<file path="src/logic/fspe_regs.svh">
// Register offsets, field positions, reset values and timing counts of the self-program entry gate
`ifndef FSPE_REGS_SVH
`define FSPE_REGS_SVH

`define FSPE_OFF_CMD        8'h00
`define FSPE_OFF_MODE       8'h04
`define FSPE_OFF_STAT       8'h08
`define FSPE_OFF_RESULT     8'h0C

`define FSPE_MODE_WED_BIT   3
`define FSPE_MODE_VPP_BIT   2
`define FSPE_MODE_SPM_BIT   1
`define FSPE_MODE_ONE_BIT   4

`define FSPE_STAT_PERR_BIT  0
`define FSPE_STAT_BUSY_BIT  1
`define FSPE_STAT_WAIT_BIT  2
`define FSPE_STAT_NMI_BIT   3

`define FSPE_RST_WED        1'b1
`define FSPE_RST_SPM        1'b0

`define FSPE_TRAP_VEC       5'h1F
`define FSPE_NMI_OFS        32'h0000_0004
`define FSPE_NMI_DATA       8'h80

`define FSPE_CLK_PERIOD_NS  50
`define FSPE_SETTLE_US      100
`define FSPE_SETTLE_CYC     ((`FSPE_SETTLE_US * 1000 + `FSPE_CLK_PERIOD_NS - 1) / `FSPE_CLK_PERIOD_NS)
`define FSPE_CNT_W          12

`endif

</file>
<file path="src/logic/fspe_pkg.sv">
// Types shared by the self-program entry gate and its settle counter
package fspe_pkg;

   typedef enum logic [1:0] {FSPE_IDLE, FSPE_BUSY, FSPE_DONE} fspe_state_e;

   typedef struct packed {
      logic [11:0] cnt;
   } fspe_cnt_s;

   typedef struct packed {
      logic [31:0] rdata;
      logic        unlock;
      logic        perr;
      logic        wed;
      logic        spm;
      logic        vpp_s1;
      logic        vpp_s2;
      fspe_state_e state;
      logic        nmi_seen;
      logic [31:0] arg_func;
      logic [31:0] arg_2;
      logic [31:0] arg_3;
      logic [31:0] arg_4;
      logic [31:0] arg_ep;
      logic [31:0] result;
      logic        start;
      logic        r10_we;
      logic        mem_we;
      logic        ret;
   } fspe_state_s;

endpackage

</file>
<file path="src/logic/fspe_settle_cnt.sv">
// Down-counter that holds off flash access for the settle time after leaving self-programming
`timescale 1ns/10ps
`include "fspe_regs.svh"

module fspe_settle_cnt
(
   // Clock and reset
   input  wire logic i_mclk,
   input  wire logic i_arst_n,
   input  wire logic i_clk_en,
   // Control
   input  wire logic i_start,
   // Status
   output logic      o_busy
);
   import fspe_pkg::*;

   fspe_cnt_s st_r;
   fspe_cnt_s st_nxt;

   always_comb
   begin
      st_nxt = st_r;
      if (i_start)
      begin
         st_nxt.cnt = `FSPE_CNT_W'(`FSPE_SETTLE_CYC); // RL20
      end
      else if (st_r.cnt != '0)
      begin
         st_nxt.cnt = st_r.cnt - 12'h001;
      end
   end

   always_ff @(posedge i_mclk or negedge i_arst_n)
   begin
      if (!i_arst_n)
      begin
         st_r <= '0;
      end
      else if (i_clk_en)
      begin
         st_r <= st_nxt;
      end
   end

   assign o_busy = (st_r.cnt != '0); // RL13

endmodule // fspe_settle_cnt

</file>
<file path="src/logic/fspe_top.sv">
// Self-programming entry gate: protected mode register, trap steering, call and return handling
//
// Chosen here: register access over APB and the register offsets.
`timescale 1ns/10ps
`include "fspe_regs.svh"

// Contract
// RL1: Write-enabled self-program mode plus trap 0x1f hands control to internal processing.
// RL2: Trap 0x1f stays an ordinary trap unless self-program mode is selected.
// RL3: Call reads function from r6, arguments r7 to r9, parameter block from ep.
// RL4: Completion places a 4-byte result in r10 before returning.
// RL5: NMI during processing sets bit 7 of byte at ep+4, else untouched.
// RL6: Software clears the NMI flag before each call and checks it after.
// RL7: NMI during hand-over may be lost; only the flag reports it.
// RL8: Before the trap software clears only the NMI-disable bit if needed.
// RL9: After return software masks all interrupts before touching the mode register.
// RL10: Each mode register write must directly follow a command register write.
// RL11: Leaving self-programming writes write/erase disabled and normal mode.
// RL12: Software runs five no-ops after changing the self-program select bit.
// RL13: No flash access until 100 us after returning to normal mode.
// RL14: DMA stops before any protected register access.
// RL15: Entry program runs outside block 0 and outside flash.
// RL16: Mode register: bit 3 write/erase disable, bit 2 voltage detect, bit 1 select.
// RL17: Bit 2 is read-only and shows programming voltage reached.
// RL18: Self-program select is ignored without programming voltage.
// RL19: Interrupt or DMA taken between command and mode write drops the write.
// RL20: A clock-scaled counter blocks flash for the settle time.
// RL21: Any access between command write and mode write cancels the unlock.

module fspe_top
(
   // Clock, reset, enable
   input  wire logic        i_mclk,
   input  wire logic        i_arst_n,
   input  wire logic        i_clk_en,
   // APB slave
   input  wire logic        i_psel,
   input  wire logic        i_penable,
   input  wire logic        i_pwrite,
   input  wire logic [7:0]  i_paddr,
   input  wire logic [31:0] i_pwdata,
   output logic [31:0]      o_prdata,
   output logic             o_pready,
   output logic             o_pslverr,
   // Programming voltage detect pin
   input  wire logic        i_vpp_det,
   // CPU trap and interrupt acknowledge
   input  wire logic        i_trap_req,
   input  wire logic [4:0]  i_trap_vec,
   input  wire logic        i_int_ack,
   input  wire logic        i_dma_ack,
   input  wire logic        i_nmi,
   output logic             o_trap_internal,
   output logic             o_trap_ordinary,
   output logic             o_nmi_pass,
   // CPU argument registers
   input  wire logic [31:0] i_r6,
   input  wire logic [31:0] i_r7,
   input  wire logic [31:0] i_r8,
   input  wire logic [31:0] i_r9,
   input  wire logic [31:0] i_ep,
   // Internal processing engine
   output logic             o_proc_start,
   output logic [31:0]      o_proc_func,
   output logic [31:0]      o_proc_arg2,
   output logic [31:0]      o_proc_arg3,
   output logic [31:0]      o_proc_arg4,
   output logic [31:0]      o_proc_ep,
   input  wire logic        i_proc_done,
   input  wire logic [31:0] i_proc_result,
   // Return to CPU
   output logic             o_r10_we,
   output logic [31:0]      o_r10_data,
   output logic             o_mem_we,
   output logic [31:0]      o_mem_addr,
   output logic [7:0]       o_mem_set,
   output logic             o_return,
   // Flash array control
   output logic             o_self_prog,
   output logic             o_write_erase_en,
   output logic             o_flash_hold
);
   import fspe_pkg::*;

   fspe_state_s st_r;
   fspe_state_s st_nxt;

   logic        settle_busy;
   logic        settle_start;
   logic        spm_eff;
   logic        wr_acc;
   logic        rd_setup;
   logic        acc_done;
   logic        hit;
   logic        trap_hit;
   logic [7:0]  mode_rd;
   logic [31:0] stat_rd;

   // Selection is only honoured while the programming voltage stands
   assign spm_eff  = st_r.spm & st_r.vpp_s2; // RL18
   assign acc_done = i_psel & i_penable & i_clk_en;
   assign wr_acc   = acc_done & i_pwrite;
   assign rd_setup = i_psel & ~i_penable & ~i_pwrite;
   assign hit      = (i_paddr == `FSPE_OFF_CMD) | (i_paddr == `FSPE_OFF_MODE) |
                     (i_paddr == `FSPE_OFF_STAT) | (i_paddr == `FSPE_OFF_RESULT);

   // Internal hand-over needs mode selected, write/erase enabled and an idle engine
   assign trap_hit = i_trap_req & (i_trap_vec == `FSPE_TRAP_VEC) & spm_eff & ~st_r.wed &
                     (st_r.state == FSPE_IDLE); // RL1

   always_comb
   begin
      mode_rd = 8'h00;
      mode_rd[`FSPE_MODE_ONE_BIT] = 1'b1;
      mode_rd[`FSPE_MODE_WED_BIT] = st_r.wed;
      mode_rd[`FSPE_MODE_VPP_BIT] = st_r.vpp_s2; // RL17
      mode_rd[`FSPE_MODE_SPM_BIT] = st_r.spm;
   end

   always_comb
   begin
      stat_rd = 32'h0000_0000;
      stat_rd[`FSPE_STAT_PERR_BIT] = st_r.perr;
      stat_rd[`FSPE_STAT_BUSY_BIT] = (st_r.state != FSPE_IDLE);
      stat_rd[`FSPE_STAT_WAIT_BIT] = settle_busy;
      stat_rd[`FSPE_STAT_NMI_BIT]  = st_r.nmi_seen;
   end

   always_comb
   begin
      st_nxt        = st_r;
      settle_start  = 1'b0;
      st_nxt.vpp_s1 = i_vpp_det;
      st_nxt.vpp_s2 = st_r.vpp_s1;
      st_nxt.start  = 1'b0;
      st_nxt.r10_we = 1'b0;
      st_nxt.mem_we = 1'b0;
      st_nxt.ret    = 1'b0;

      // Read data is captured in the setup cycle so that it leaves a flop
      if (rd_setup)
      begin
         unique case (i_paddr)
            `FSPE_OFF_MODE:   st_nxt.rdata = {24'h000000, mode_rd};
            `FSPE_OFF_STAT:   st_nxt.rdata = stat_rd;
            `FSPE_OFF_RESULT: st_nxt.rdata = st_r.result;
            default:          st_nxt.rdata = 32'h0000_0000;
         endcase
      end

      // Any completed access other than the command write spends the unlock
      if (acc_done)
      begin
         st_nxt.unlock = 1'b0; // RL21
      end

      if (wr_acc && (i_paddr == `FSPE_OFF_CMD))
      begin
         st_nxt.unlock = 1'b1; // RL10
      end
      else if (wr_acc && (i_paddr == `FSPE_OFF_MODE))
      begin
         if (st_r.unlock)
         begin
            st_nxt.wed = i_pwdata[`FSPE_MODE_WED_BIT]; // RL16
            st_nxt.spm = i_pwdata[`FSPE_MODE_SPM_BIT] & st_r.vpp_s2; // RL18
            if (spm_eff && !(i_pwdata[`FSPE_MODE_SPM_BIT] & st_r.vpp_s2))
            begin
               settle_start = 1'b1; // RL13
            end
         end
         else
         begin
            st_nxt.perr = 1'b1; // RL19
         end
      end
      else if (wr_acc && (i_paddr == `FSPE_OFF_STAT) && i_pwdata[`FSPE_STAT_PERR_BIT])
      begin
         st_nxt.perr = 1'b0;
      end

      // An acknowledged interrupt or DMA cancels the pending unlock
      if ((i_int_ack || i_dma_ack) && st_r.unlock)
      begin
         st_nxt.unlock = 1'b0; // RL19
      end

      // Voltage falling away drops the mode just like a write would; only the second sync stage is read
      if (st_r.spm && !st_r.vpp_s2)
      begin
         st_nxt.spm   = 1'b0;
         settle_start = 1'b1; // RL13
      end

      unique case (st_r.state)
         FSPE_IDLE:
         begin
            if (trap_hit)
            begin
               st_nxt.arg_func = i_r6; // RL3
               st_nxt.arg_2    = i_r7;
               st_nxt.arg_3    = i_r8;
               st_nxt.arg_4    = i_r9;
               st_nxt.arg_ep   = i_ep;
               st_nxt.nmi_seen = i_nmi; // RL7
               st_nxt.start    = 1'b1;
               st_nxt.state    = FSPE_BUSY;
            end
         end
         FSPE_BUSY:
         begin
            if (i_nmi)
            begin
               st_nxt.nmi_seen = 1'b1; // RL5
            end
            if (i_proc_done && !st_r.start)
            begin
               st_nxt.result = i_proc_result; // RL4
               st_nxt.r10_we = 1'b1; // RL4
               st_nxt.mem_we = st_r.nmi_seen | i_nmi; // RL5
               st_nxt.state  = FSPE_DONE;
            end
         end
         FSPE_DONE:
         begin
            // Return follows the result write so r10 is settled first
            if (i_nmi)
            begin
               st_nxt.nmi_seen = 1'b1;
            end
            st_nxt.ret   = 1'b1; // RL4
            st_nxt.state = FSPE_IDLE;
         end
      endcase
   end

   always_ff @(posedge i_mclk or negedge i_arst_n)
   begin
      if (!i_arst_n)
      begin
         st_r       <= '0;
         st_r.wed   <= `FSPE_RST_WED;
         st_r.spm   <= `FSPE_RST_SPM;
         st_r.state <= FSPE_IDLE;
      end
      else if (i_clk_en)
      begin
         st_r <= st_nxt;
      end
   end

   fspe_settle_cnt u_settle
   (
      .i_mclk   (i_mclk),
      .i_arst_n (i_arst_n),
      .i_clk_en (i_clk_en),
      .i_start  (settle_start),
      .o_busy   (settle_busy)
   );

   // Zero-wait slave; a frozen clock enable holds the access open
   assign o_prdata  = st_r.rdata;
   assign o_pready  = i_clk_en;
   assign o_pslverr = i_psel & i_penable & ~hit;

   assign o_trap_internal = trap_hit & i_clk_en; // RL1
   assign o_trap_ordinary = i_trap_req & ~trap_hit & i_clk_en; // RL2
   // NMIs are swallowed from hand-over to return and show only in the flag
   assign o_nmi_pass      = i_nmi & (st_r.state == FSPE_IDLE) & ~trap_hit; // RL7

   assign o_proc_start = st_r.start;
   assign o_proc_func  = st_r.arg_func;
   assign o_proc_arg2  = st_r.arg_2;
   assign o_proc_arg3  = st_r.arg_3;
   assign o_proc_arg4  = st_r.arg_4;
   assign o_proc_ep    = st_r.arg_ep;

   assign o_r10_we   = st_r.r10_we;
   assign o_r10_data = st_r.result;
   // Bit 7 is only ever set here; clearing it is left to software
   assign o_mem_we   = st_r.mem_we; // RL5
   assign o_mem_addr = st_r.arg_ep + `FSPE_NMI_OFS; // RL5
   assign o_mem_set  = `FSPE_NMI_DATA;
   assign o_return   = st_r.ret;

   assign o_self_prog      = spm_eff;
   assign o_write_erase_en = ~st_r.wed;
   assign o_flash_hold     = settle_busy; // RL20

endmodule // fspe_top

</file>
<file path="config.mk">
export PLATFORM = sky130hd
export DESIGN_NAME = fspe_top
export DESIGN_NICKNAME = d
export VERILOG_FILES = /design/src/logic/fspe_pkg.sv /design/src/logic/fspe_settle_cnt.sv /design/src/logic/fspe_top.sv
export VERILOG_INCLUDE_DIRS = /design/src /design/src/logic
export SDC_FILE = /design/constraint.sdc
export NUM_CORES = 1
export LEC_CHECK = 0
export BUFFER_PORTS_ARGS = -buffer_cell sky130_fd_sc_hd__buf_2
export CAP_MARGIN = 20
export CORE_ASPECT_RATIO = 0.9
export CORE_MARGIN = 8
export CORE_UTILIZATION = 35
export CTS_CLUSTER_DIAMETER = 30
export DETAILED_ROUTE_END_ITERATION = 6
export PLACE_DENSITY = 0.7
export SLEW_MARGIN = 20
export SYNTH_ARGS = -nofsm -noshare
export SYNTH_HDL_FRONTEND = slang
export SYNTH_HIERARCHICAL = 1
export SYNTH_SLANG_ARGS = --single-unit
</file>
<file path="constraint.sdc">
create_clock -name i_mclk -period 2.4 [get_ports i_mclk]
set_input_delay 0 -clock i_mclk [delete_from_list [all_inputs] [get_ports i_mclk]]
set_output_delay 0 -clock i_mclk [all_outputs]
set_load 0.05 [all_outputs]
</file>
### Word-level counts from Yosys, hierarchy flattened

Index checks and enable logic that the tools add are counted.

* $add $sub $neg: 2
* reduce and logical (&&, ||, !) cells: 31
* bitwise logic cells: 27
* muxes and demuxes: 27
* equal/unequal tests: 10

Operators by type and width (number)
* $mux W163: 1
* $pmux W32 S3: 1
* $add A32 B3 Y32 const B: 1
* $mux W12: 2
* $mux W1: 19
* $and A1 B1 Y1: 17
* $eq A8 B4 Y1 const B: 2
* $reduce_and A4 Y1: 3
* $reduce_bool A12 Y1: 1
* $sub A12 B1 Y12 const B: 1
* $reduce_bool A2 Y1: 5
* $pmux W3 S3: 1
* $reduce_and A3 Y1: 3
* $eq A8 B3 Y1 const B: 1
* $logic_and A1 B1 Y1: 8
* $logic_not A8 Y1: 1
* $reduce_and A2 Y1: 4
* $mux W2: 3
* $ne A2 B2 Y1 const B: 3
* $not A1 Y1: 6
* $eq A5 B5 Y1 const B: 1
* $or A1 B1 Y1: 4
* $logic_not A1 Y1: 3
* $reduce_bool A3 Y1: 1
* other kinds (5): 5

* register bits after elaboration: 249
* logic and storage cells: 117
* bits of input ports: 249
* output and inout bits: 276

### Logic depth before layout (Yosys ltp)

Gate-level depths: netlist of run 1.

* depth in word-level cells: 10
* gate-level depth with buffers: 9
* gate-level depth less buffers: 8

### By module

The synthesis of run 1 kept the hierarchy.

Modules (own cells, without submodules)
* fspe_top: cells an instance 897, times used 1, sequential area each 5931.9 µm², area an instance 11748.8 µm²
* fspe_settle_cnt: cells an instance 80, times used 1, sequential area each 300.3 µm², area an instance 760.7 µm²

### Worst setup path after synthesis of run 1

OpenSTA, ideal clock, no wires.

* path type: register to output
* start: register st_r (netlist bit o_proc_ep[4])
* end: output port o_mem_addr[23]
* stages on the path, launching flop included: 5
* data required time: 2.400 ns
* buffers on the path: 0
* slack: 0.242 ns
* arrival: 2.158 ns
* cells stage by stage: dfrtp_1 nand4_1 nor4_2 nand4_1 xnor2_1

* word-level cells in the longest chain between the ends: 1

Ends and longest elaborated chain
* from (decl): line fspe_top.sv:85 `fspe_state_s st_r;`
* from (signal assigned): line fspe_top.sv:248 `st_r <= st_nxt;`
* $add A32 B3 Y32 (no line)
* to (decl): line fspe_top.sv:75 `output logic [31:0] o_mem_addr,`

No other way between the ends.

### Final worst setup path of run 1

* start: register st_r (netlist bit o_proc_ep[2])
* end: output port o_mem_addr[22]

Same word-level chain as after synthesis.

==> results of run 1 <==
[sequential cells by signal, indices dropped and copies added (netlist names)]
| signal | flops |
|---|---|
| o_mem_we | 1 |
| st_r | 5 |
| u_settle/st_r | 12 |
| o_prdata | 32 |
| mode_rd | 3 |
| o_r10_data | 32 |
| o_return | 1 |
| o_proc_arg2 | 32 |
| o_proc_arg3 | 32 |
| o_proc_func | 32 |
| st_nxt | 1 |
| o_r10_we | 1 |
| o_proc_arg4 | 32 |
| o_proc_start | 1 |
| o_proc_ep | 32 |
[through the flow]
stage | setup slack (ns) | hold slack [ns] | instance area, sq um | cells
after floorplan | 0.242 | -0.296 | 12500 | 983
after global placement | 0.371 | 0.0186 | 13800 | 1695
after detailed placement | 0.362 | 0.0213 | 13800 | 1695
after CTS | -0.0250 | 0.00451 | 18100 | 2020
after global routing | -0.107 | 0.0302 | 18300 | 2041
final | 0.0106 | -0.0168 | 18300 | 2042
[cells in the final DEF, fill, tap and decap left out, types with 4 or more instances in the layout]
cell,count
mux2_4,89
a31oi_1,4
buf_4,44
clkbuf_16,57
diode_2,8
clkinv_2,10
clkbuf_1,4
clkinvlp_4,7
bufinv_16,8
ha_1,5
nand4_1,12
xnor2_1,21
xor2_1,5
buf_12,5
nand2_1,33
dlygate4sd3_1,218
nand3_1,25
buf_2,476
o21ai_0,19
inv_1,19
mux2_2,106
conb_1,8
nor4_4,5
nor2b_1,5
dfrtp_1,240
and3_1,6
clkinv_4,7
nor2_1,14
a22o_1,28
dfrtp_2,8
clkbuf_8,8
[final timing paths]
check	start	endpoint	slack [ns]	cells after the start
hold reg to reg	o_prdata[3]	o_prdata[3]	0.49	2
setup reg to reg	u_settle/st_r[0]	o_prdata[2]	0.28	7
max in group asynchronous	i_arst_n	o_proc_ep[2]	1.53	3
min in group i_mclk	i_clk_en	st_r[196]	0.05	3
setup / recovery	o_proc_ep[2]	o_mem_addr[22]	0.01	7
hold / removal	i_arst_n	o_r10_data[2]	-0.02	2
[cell type report]
type                       instances  area (sq um)  share of cell area [%]
antenna                            8          20.0                   0.109
clock buffer                      69          1550                    8.48
clock inverter                    35           443                    2.42
inverter                          20          78.8                   0.431
multi-input combinational        446          4340                    23.7
sequential                       249          6240                    34.1
tap                              469           587                    3.21
timing repair buffer             746          5030                    27.5
[timing repair]
action / CTS / global route
hold buffers: 219 / 0
resized for setup: 9 / 31
setup buffers: 2 / 15
pin swaps: 3 / 5
endpoints found under the setup margin: 16 / 21
endpoints found under the hold margin: 454 / 0
[power groups by stage]
stage	Sequential [mW]	Combinational [mW]	Clock, mW
after floorplan	4.83	1.66	0
after global placement	4.87	2.02	0
after detailed placement	4.89	2.05	0
after CTS	4.83	2.34	8.07
after global routing	4.89	2.52	8.31
final	4.85	2.36	7.92
[logic make-up (layout without fill, tap and decap cells)]
group	count (synthesis)	count (layout)
compound gates	77	77
xor+xnor	29	29
fa+ha+maj	6	6
buf+inv	288	870
flops	249	249
mux	198	198
other cells	2	16
simple gates	128	128
[critical path, stage by stage, from the launching register on]
cell        delay, ns
dfrtp_2          0.40
ha_4             0.17
clkinvlp_4       0.13
nor4_4           0.37
buf_4            0.20
nand3_1          0.11
xnor2_1          0.22
buf_4            0.24
[routing by layer]
layer  share of wire, %  wire (microns)  GRT usage, %  up-vias
met5                  0               0             0        -
met4                4.1            1680          8.87        0
met3                9.4            3840          7.11      113
met2                 50           20500          31.9      526
met1                 36           14900          19.6     4797
li1                   -               -             -     4257
==> out/metrics.cfg, run 1 <==
[clock_network]
cts.path.max_buffers = 3
clock-sinks = 249
cts_tree = built
path_clk_slew_ns = 0.05
numCtsBuffers = 57
htree_num_levels = 2
clockRootBuffer = clkbuf_16
worst_skew_pair.late_latency_ns = 0.57

[synthesis]
yosys.area.top_type = dfrtp_1
ys.flop_type = dfrtp_1
synthAdderAreaFrac_pct = 0.600
yosys_warnings = 6
yosys.area_share.simple_pct = 6.11
synth_seq_cells = 249
syn_inst = 977
ys_types = 59
synth-compound-area-share_pct = 4.53
async_flop_share_pct = 100
synth.most_common_cell = dfrtp_1
synthMuxAreaShare_pct = 20.5
syn_avg_cell_area_sq_um = 12.8
synth-seq-area-share_pct = 49.8
synth_edf_count = 0
netlist.area_leader.share_pct = 49.6
synth_common_cells = dfrtp_1 (248), buf_4 (235), mux2_2 (106)
synth_xor_area_share_pct = 2.03
syn_area_sq_um = 12500
synth_top_family_by_area = multiplexers
ys_top_cells_by_area = dfrtp_1 (50%), buf_4 (14%), mux2_4 (11%)

[global_routing]
grt_pass1_wl_microns = 62800
grtUsageTotal_pct = 18.4
grt_pass1_vias = 10800
grt_max_degree = 73
overflow = 0
antenna_found_initial = 7

[sta]
hold_violations = 7
min_period_ns = 2.39
setup-tns-final_ns = 0
finalMaxSlewViolations = 0
setup_viol = 0
min_period_over_period_pct = 99.6
final.setup_skew_ns = 0.0308
relSlewSlack_pct = 59.1
rsz0062_at_grt = true
hold_slack_ns = -0.0168
timing.fmax_mhz = 419
tightest_slew_ns = 0.614

[critical_path]
crit_path_end_kind = output pin
start_kind = register
critPathMaxFanout = 4
crit_arrival_ns = 2.39
timing.critical_path.required_ns = 2.40
critical_path_class = reg -> out

[power_and_ir_drop]
power.leakage_nw = 10.0
p_sw_mw = 4.29
swShare_pct = 28.3
power_density_nw_per_um2 = 827
clock_power_share_pct = 52.4
p_comb_share_pct = 15.6
power_mw = 15.1
intPower_mw = 10.8
ir_worst_vdd_mv = 0.826
p_seq_share_pct = 32.0

[routing]
drt_pass1_iterations = 5
first_iter_violations = 587
drcViolationCount = 0
ant_nets = 0
via_per_inst = 4.75
wl_microns = 40900
vias = 9693
wl_per_cell_microns = 20.0

[place]
dp_hpwl_microns = 26600
portBuffers = 487
place_congestion = 0.859

[run]
maxCapViolCount = 0

[final_layout]
post-route-util_pct = 52.1
fillers = 2779
layout-drive-gt1-share_pct = 54.4
syn_to_final_growth_pct = 46.2
fin_nets = 1775

[status]
status = finished with violations
violations = hold timing

[die]
placeableCoreArea_sq_um = 35100
num_rows = 65
die_w_microns = 215
chipHeight_microns = 195
initial_core_util_pct = 35.6
io_pins = 525
die_area_sq_um = 42100

[hold_path]
hp-class = in -> async

Note: power is estimated with default switching activity, not from simulation.
==> inputs of run 2 (changes only) <==
--- a/config.mk
+++ b/config.mk
@@ -8,13 +8,14 @@
 export LEC_CHECK = 0
 export BUFFER_PORTS_ARGS = -buffer_cell sky130_fd_sc_hd__buf_2
 export CAP_MARGIN = 20
+export CELL_PAD_IN_SITES_DETAIL_PLACEMENT = 1
+export CELL_PAD_IN_SITES_GLOBAL_PLACEMENT = 1
 export CORE_ASPECT_RATIO = 0.9
 export CORE_MARGIN = 8
 export CORE_UTILIZATION = 35
 export CTS_CLUSTER_DIAMETER = 30
 export DETAILED_ROUTE_END_ITERATION = 6
-export PLACE_DENSITY = 0.7
-export SLEW_MARGIN = 20
+export PLACE_DENSITY = 0.85
 export SYNTH_ARGS = -nofsm -noshare
 export SYNTH_HDL_FRONTEND = slang
 export SYNTH_HIERARCHICAL = 1
==> constraint.sdc (replaced) <==
create_clock -name i_mclk -period 2.4 [get_ports i_mclk]
set_input_delay 0.24 -clock i_mclk [delete_from_list [all_inputs] [get_ports i_mclk]]
set_output_delay 0.24 -clock i_mclk [all_outputs]
set_load 0.05 [all_outputs]
==> run 2 against run 1 <==
  * The run ends with setup timing left
  * Count of clock-buffer cells in the layout is 4 lower
  * Combinational power up 5%
  * Clock power grew 7.2%
  * Die area did not move
  * Worst hold slack improved by 0.064 ns
  * Fmax is 17% lower
  * Final area increased by 3.0%
  * Non-clock buffer count grew 21
  * Utilization rose by 1.6 points
  * Clock skew fell by 0.015 ns
  * Largest power group unchanged
==> out/metrics.cfg, run 2 (synthesized netlist as in run 1, its figures left out) <==
[routing]
drt_pass1_iterations = 5
drcViolationCount = 0
wl_microns = 56700
ant_nets = 0
via_per_inst = 4.98
wl_per_cell_microns = 27.5
vias = 10200
first_iter_violations = 595

[final_layout]
syn_to_final_growth_pct = 50.7
final_cell_mix = buf_2 (461), dfrtp_1 (237), dlygate4sd3_1 (199)
fillers = 3633
layout.cells.non_filler = 2057
final_common_cell = buf_2
layout-drive-gt1-share_pct = 58.1
fin_nets = 1794

[power_and_ir_drop]
ir_worst_vdd_mv = 0.937
power.leakage_nw = 10.3
power_density_nw_per_um2 = 841

[sta]
hold_violations = 0
setup_viol = 22
finalMaxSlewViolations = 0
relSlewSlack_pct = 52.8
min_period_ns = 2.86
setup-tns-final_ns = -5.02
min_period_over_period_pct = 119
fin_ws_ns = -0.464
timing.fmax_mhz = 349
tightest_slew_ns = 0.707
final.setup_skew_ns = 0.0156
rsz0062_at_grt = true

[clock_network]
path_clk_slew_ns = 0.05
htree_num_levels = 2
numCtsBuffers = 55
worst_skew_pair.late_latency_ns = 0.57
cts_tree = built
cts.path.max_buffers = 3
clockRootBuffer = clkbuf_16
clock-sinks = 249

[global_routing]
grt_pass1_wl_microns = 80200
antenna_found_initial = 4
overflow = 0
grt_pass1_vias = 11900
grtUsageTotal_pct = 24.6
grt_max_degree = 77

[critical_path]
max_stage_delay_ns = 0.39
crit_arrival_ns = 2.62
crit_slowest_cell = dfrtp_1
crit_path_end_kind = output pin
cpLargestDelayFamily = simple AND/OR/NAND/NOR gates
cp_cell_sequence = nand4_1 -> buf_6 -> buf_6 -> nor3_4 -> nand4_1 -> xnor2_1 -> buf_4
path_buf_inv = 3
critPathMaxFanout = 4
timing.critical_path.required_ns = 2.16
start_kind = register
critical_path_class = reg -> out

[die]
chipHeight_microns = 195
num_rows = 65
die_w_microns = 215
initial_core_util_pct = 35.6
placeableCoreArea_sq_um = 35100
io_pins = 525
die_area_sq_um = 42100

[hold_path]
hp-class = in -> reg

[place]
portBuffers = 487
dp_cells = 1705
dp_hpwl_microns = 29200
place_congestion = 0.821

[status]
status = finished with violations
violations = setup timing

[run]
maxCapViolCount = 0

[run 2: cell count changes in the layout (fill, tap and decap cells not counted), sizes merged]
cell,change
buf,+40
bufinv,+5
clkbuf,-4
clkinv,-2
clkinvlp,+1
diode,-4
dlygate4sd3,-19
inv,-2
[run 2: metrics by stage]
stage / power, mW / util [%] / worst slack [ns] / hold slack (ns) / area, sq um
6_report: 15.8 / 53.6 / -0.464 / 0.0473 / 18800
3_5_place_dp: 6.98 / 39.8 / 0.0742 / 0.294 / 14000
3_3_place_gp: 6.89 / 39.8 / 0.152 / 0.284 / 14000
2_1_floorplan: 6.50 / - / 0.00171 / -0.0556 / 12500
4_1_cts: 15.7 / 52.6 / -0.185 / 0.00217 / 18500
5_1_grt: 16.3 / 53.6 / -0.464 / 0.0408 / 18800
[run 2: per-layer routing]
layer	up-vias	wire length (microns)	GRT usage [%]
met3	162	4180	7.05
met5	-	0	0
met1	5226	19900	25.7
li1	4277	-	-
met2	570	30300	45.8
met4	0	2290	9.70
[run 2: final timing paths]
kind	slack (ns)	to	depth (start not counted)	from
setup / recovery	-0.46	o_mem_addr[15]	7	o_proc_ep[7]
hold / removal	0.05	o_mem_we	3	i_nmi
setup reg to reg	0.31	u_settle/st_r[10]	7	st_r[204]
hold reg to reg	0.50	o_proc_func[8]	1	o_proc_func[8]
max in group asynchronous	1.30	o_prdata[1]	3	i_arst_n
min in group asynchronous	0.33	o_proc_arg2[2]	2	i_arst_n
[run 2: layout make-up]
cell class	count	area (sq um)	area share [%]
clock inverter	37	557	2.95
tap	469	587	3.11
timing repair buffer	767	5340	28.3
sequential	249	6250	33.1
antenna	4	10.0	0.0531
clock buffer	65	1500	7.94
multi-input combinational	446	4530	24.1
inverter	20	80.1	0.425
[run 2: report_power, final]
part	switching [mW]	internal, mW
clock network	2.65	5.83
logic	1.59	0.883
registers	0.364	4.52
[run 2: tightest hold or removal path: cells and delay by family]
family	cells	cell delay, ns
buf+inv	1	0.13
compound gates	1	0.08
simple gates	1	0.10
[run 2: timing repair]
| item | in CTS | in global routing |
|---|---|---|
| endpoints found under the setup margin | 25 | 26 |
| pin swaps | 22 | 29 |
| hold endpoints to repair | 263 | 0 |
| resized for setup | 72 | 42 |
| hold buffers | 199 | 0 |
| setup buffers | 28 | 19 |
==> inputs of run 3 (changes only) <==
==> constraint.sdc (replaced) <==
create_clock -name i_mclk -period 3.23 [get_ports i_mclk]
set_input_delay 0.323 -clock i_mclk [delete_from_list [all_inputs] [get_ports i_mclk]]
set_output_delay 0.323 -clock i_mclk [all_outputs]
set_load 0.05 [all_outputs]
==> run 3 against run 2 <==
  * The flow now finishes without violations
  * Die area unchanged
  * Non-clock buffer count decreased by 71
  * Utilization decreased by 2.8 points
  * Combinational power decreased by 27%
  * Via count decreased by 4.8%
  * Count of clock-buffer cells in the layout increased by 6
  * Global-route usage decreased by 1.1 points
  * Clock power decreased by 25%
  * First-iteration DRC count increased by 5.4%
  * Highest routed layer unchanged
==> out/metrics.cfg, run 3 (synthesized netlist as in run 1, its figures left out) <==
[critical_path]
start_kind = register
reg2reg_from = o_proc_start
crit_path_end_kind = output pin
crit_path_frequent_cell = and4_1
cp_cell_sequence = and4_1 -> and4_1 -> nand3_1 -> xnor2_1 -> buf_2
timing.critical_path.required_ns = 2.91
critical_path_class = reg -> out
r2r-end = o_r10_data[22]
reg2reg_slack_ns = 0.97
rr_worst_depth = 3
crit_arrival_ns = 2.82
max_stage_delay_ns = 0.57
crit_slowest_cell = and4_1
critPathMaxFanout = 13

[place]
dp_hpwl_microns = 28500
place_congestion = 0.797
place_area_sq_um = 13800
dp_cells = 1684
place_ws_ns = 0.722
portBuffers = 487

[hold_path]
holdPathStages = 2
hp-class = in -> reg
hp-start = i_r6[19]
whs_endpoint = o_proc_func[19]

[clock_network]
numCtsBuffers = 59
path_clk_slew_ns = 0.05
worst_skew_pair.late_latency_ns = 0.58
clockRootBuffer = clkbuf_16
cts_tree = built
cts.path.max_buffers = 3
htree_num_levels = 2
clock-sinks = 249

[global_routing]
grt_max_degree = 108
overflow = 0
grt_pass1_vias = 11700
grtUsageTotal_pct = 23.5
grt_pass1_wl_microns = 76900
antenna_found_initial = 7

[sta]
setup_viol = 0
tightest_slew_ns = 1.16
setup-tns-final_ns = 0
fin_ws_ns = 0.0857
final.setup_skew_ns = 0.0266
hold_violations = 0
min_period_ns = 3.14
rsz0062_at_grt = false
relSlewSlack_pct = 21.5
timing.fmax_mhz = 318
finalMaxSlewViolations = 0
min_period_over_period_pct = 97.3

[die]
die_w_microns = 215
die_area_sq_um = 42100
placeableCoreArea_sq_um = 35100
io_pins = 525
initial_core_util_pct = 35.6
num_rows = 65
chipHeight_microns = 195

[routing]
wl_per_cell_microns = 25.4
drt_pass1_iterations = 5
drcViolationCount = 0
wl_microns = 50800
via_per_inst = 4.88
vias = 9746
first_iter_violations = 627
ant_nets = 0

[final_layout]
design_area_sq_um = 17900
final_cell_mix = buf_2 (486), dfrtp_1 (248), dlygate4sd3_1 (193)
final_common_cell = buf_2
syn_to_final_growth_pct = 42.8
fin_nets = 1727
layout.cells.non_filler = 1997
layout-drive-gt1-share_pct = 53.8

[power_and_ir_drop]
power_density_nw_per_um2 = 659
power.leakage_nw = 9.83
power_mw = 11.8
ir_worst_vdd_mv = 0.601

[run]
maxCapViolCount = 0

[status]
status = completed

[run 3: cell count changes in the layout (fill, tap and decap cells not counted), sizes merged]
cell | previous run | this run
dlygate4sd3 | 199 | 193
buf | 568 | 503
diode | 4 | 7
clkinv | 15 | 18
bufinv | 13 | 10
clkbuf | 65 | 71
inv | 21 | 23
[run 3: final cells by class]
cell class / count / area, sq um
Fill cell: 3701 / 17300
Clock buffer: 71 / 1620
Timing Repair Buffer: 696 / 4550
Inverter: 20 / 75.1
Antenna cell: 7 / 17.5
Clock inverter: 39 / 492
Tap cell: 469 / 587
Sequential cell: 249 / 6230
Multi-Input combinational cell: 446 / 4290
[run 3: worst max-delay path by stage]
stage                              from             end  slack (ns)
final                     o_proc_ep[12]  o_mem_addr[30]        0.09
after global routing       o_proc_ep[8]  o_mem_addr[30]        0.02
after CTS                  o_proc_ep[4]  o_mem_addr[26]        0.03
after detailed placement   o_proc_ep[4]  o_mem_addr[31]        0.72
after global placement     o_proc_ep[4]  o_mem_addr[31]        0.84
after floorplan            o_proc_ep[4]  o_mem_addr[23]        0.75
[run 3: through the flow]
| stage | utilization, % | hold slack [ns] |
|---|---|---|
| finish | 50.9 | 0.0460 |
| global route | 50.9 | 0.00688 |
| CTS | 50.7 | 0.000960 |
| detailed placement | 39.1 | 0.455 |
| global placement | 39.1 | 0.456 |
| floorplan | - | 0.0274 |
[run 3: worst max-delay path: cells and delay by family, from the launching register on]
kind	cells	cell delay [ns]
AND/OR/NAND/NOR	3	1.12
XOR/XNOR	1	0.27
flip-flops	1	0.52
buffers and inverters	1	0.34
[run 3: per-layer routing]
| metal | track usage (%) | vias to the layer above | wire (microns) |
|---|---|---|---|
| met5 | 0 | - | 0 |
| met4 | 11.4 | 0 | 2010 |
| met1 | 24.6 | 4941 | 18500 |
| li1 | - | 4162 | - |
| met2 | 42.4 | 513 | 26700 |
| met3 | 7.25 | 130 | 3590 |
[run 3: report_power, final]
group | switching [mW] | internal (mW)
clock network | 1.99 | 4.35
registers | 0.261 | 3.36
logic | 1.17 | 0.632
total | 3.42 | 8.34
[run 3: repair_timing]
item,4_1_cts,5_1_grt
hold endpoints to repair,292,0
buffers inserted,0,3
gates resized for setup,2,2
endpoints found under the setup margin,3,13
pin swaps,0,2
hold buffers,193,0
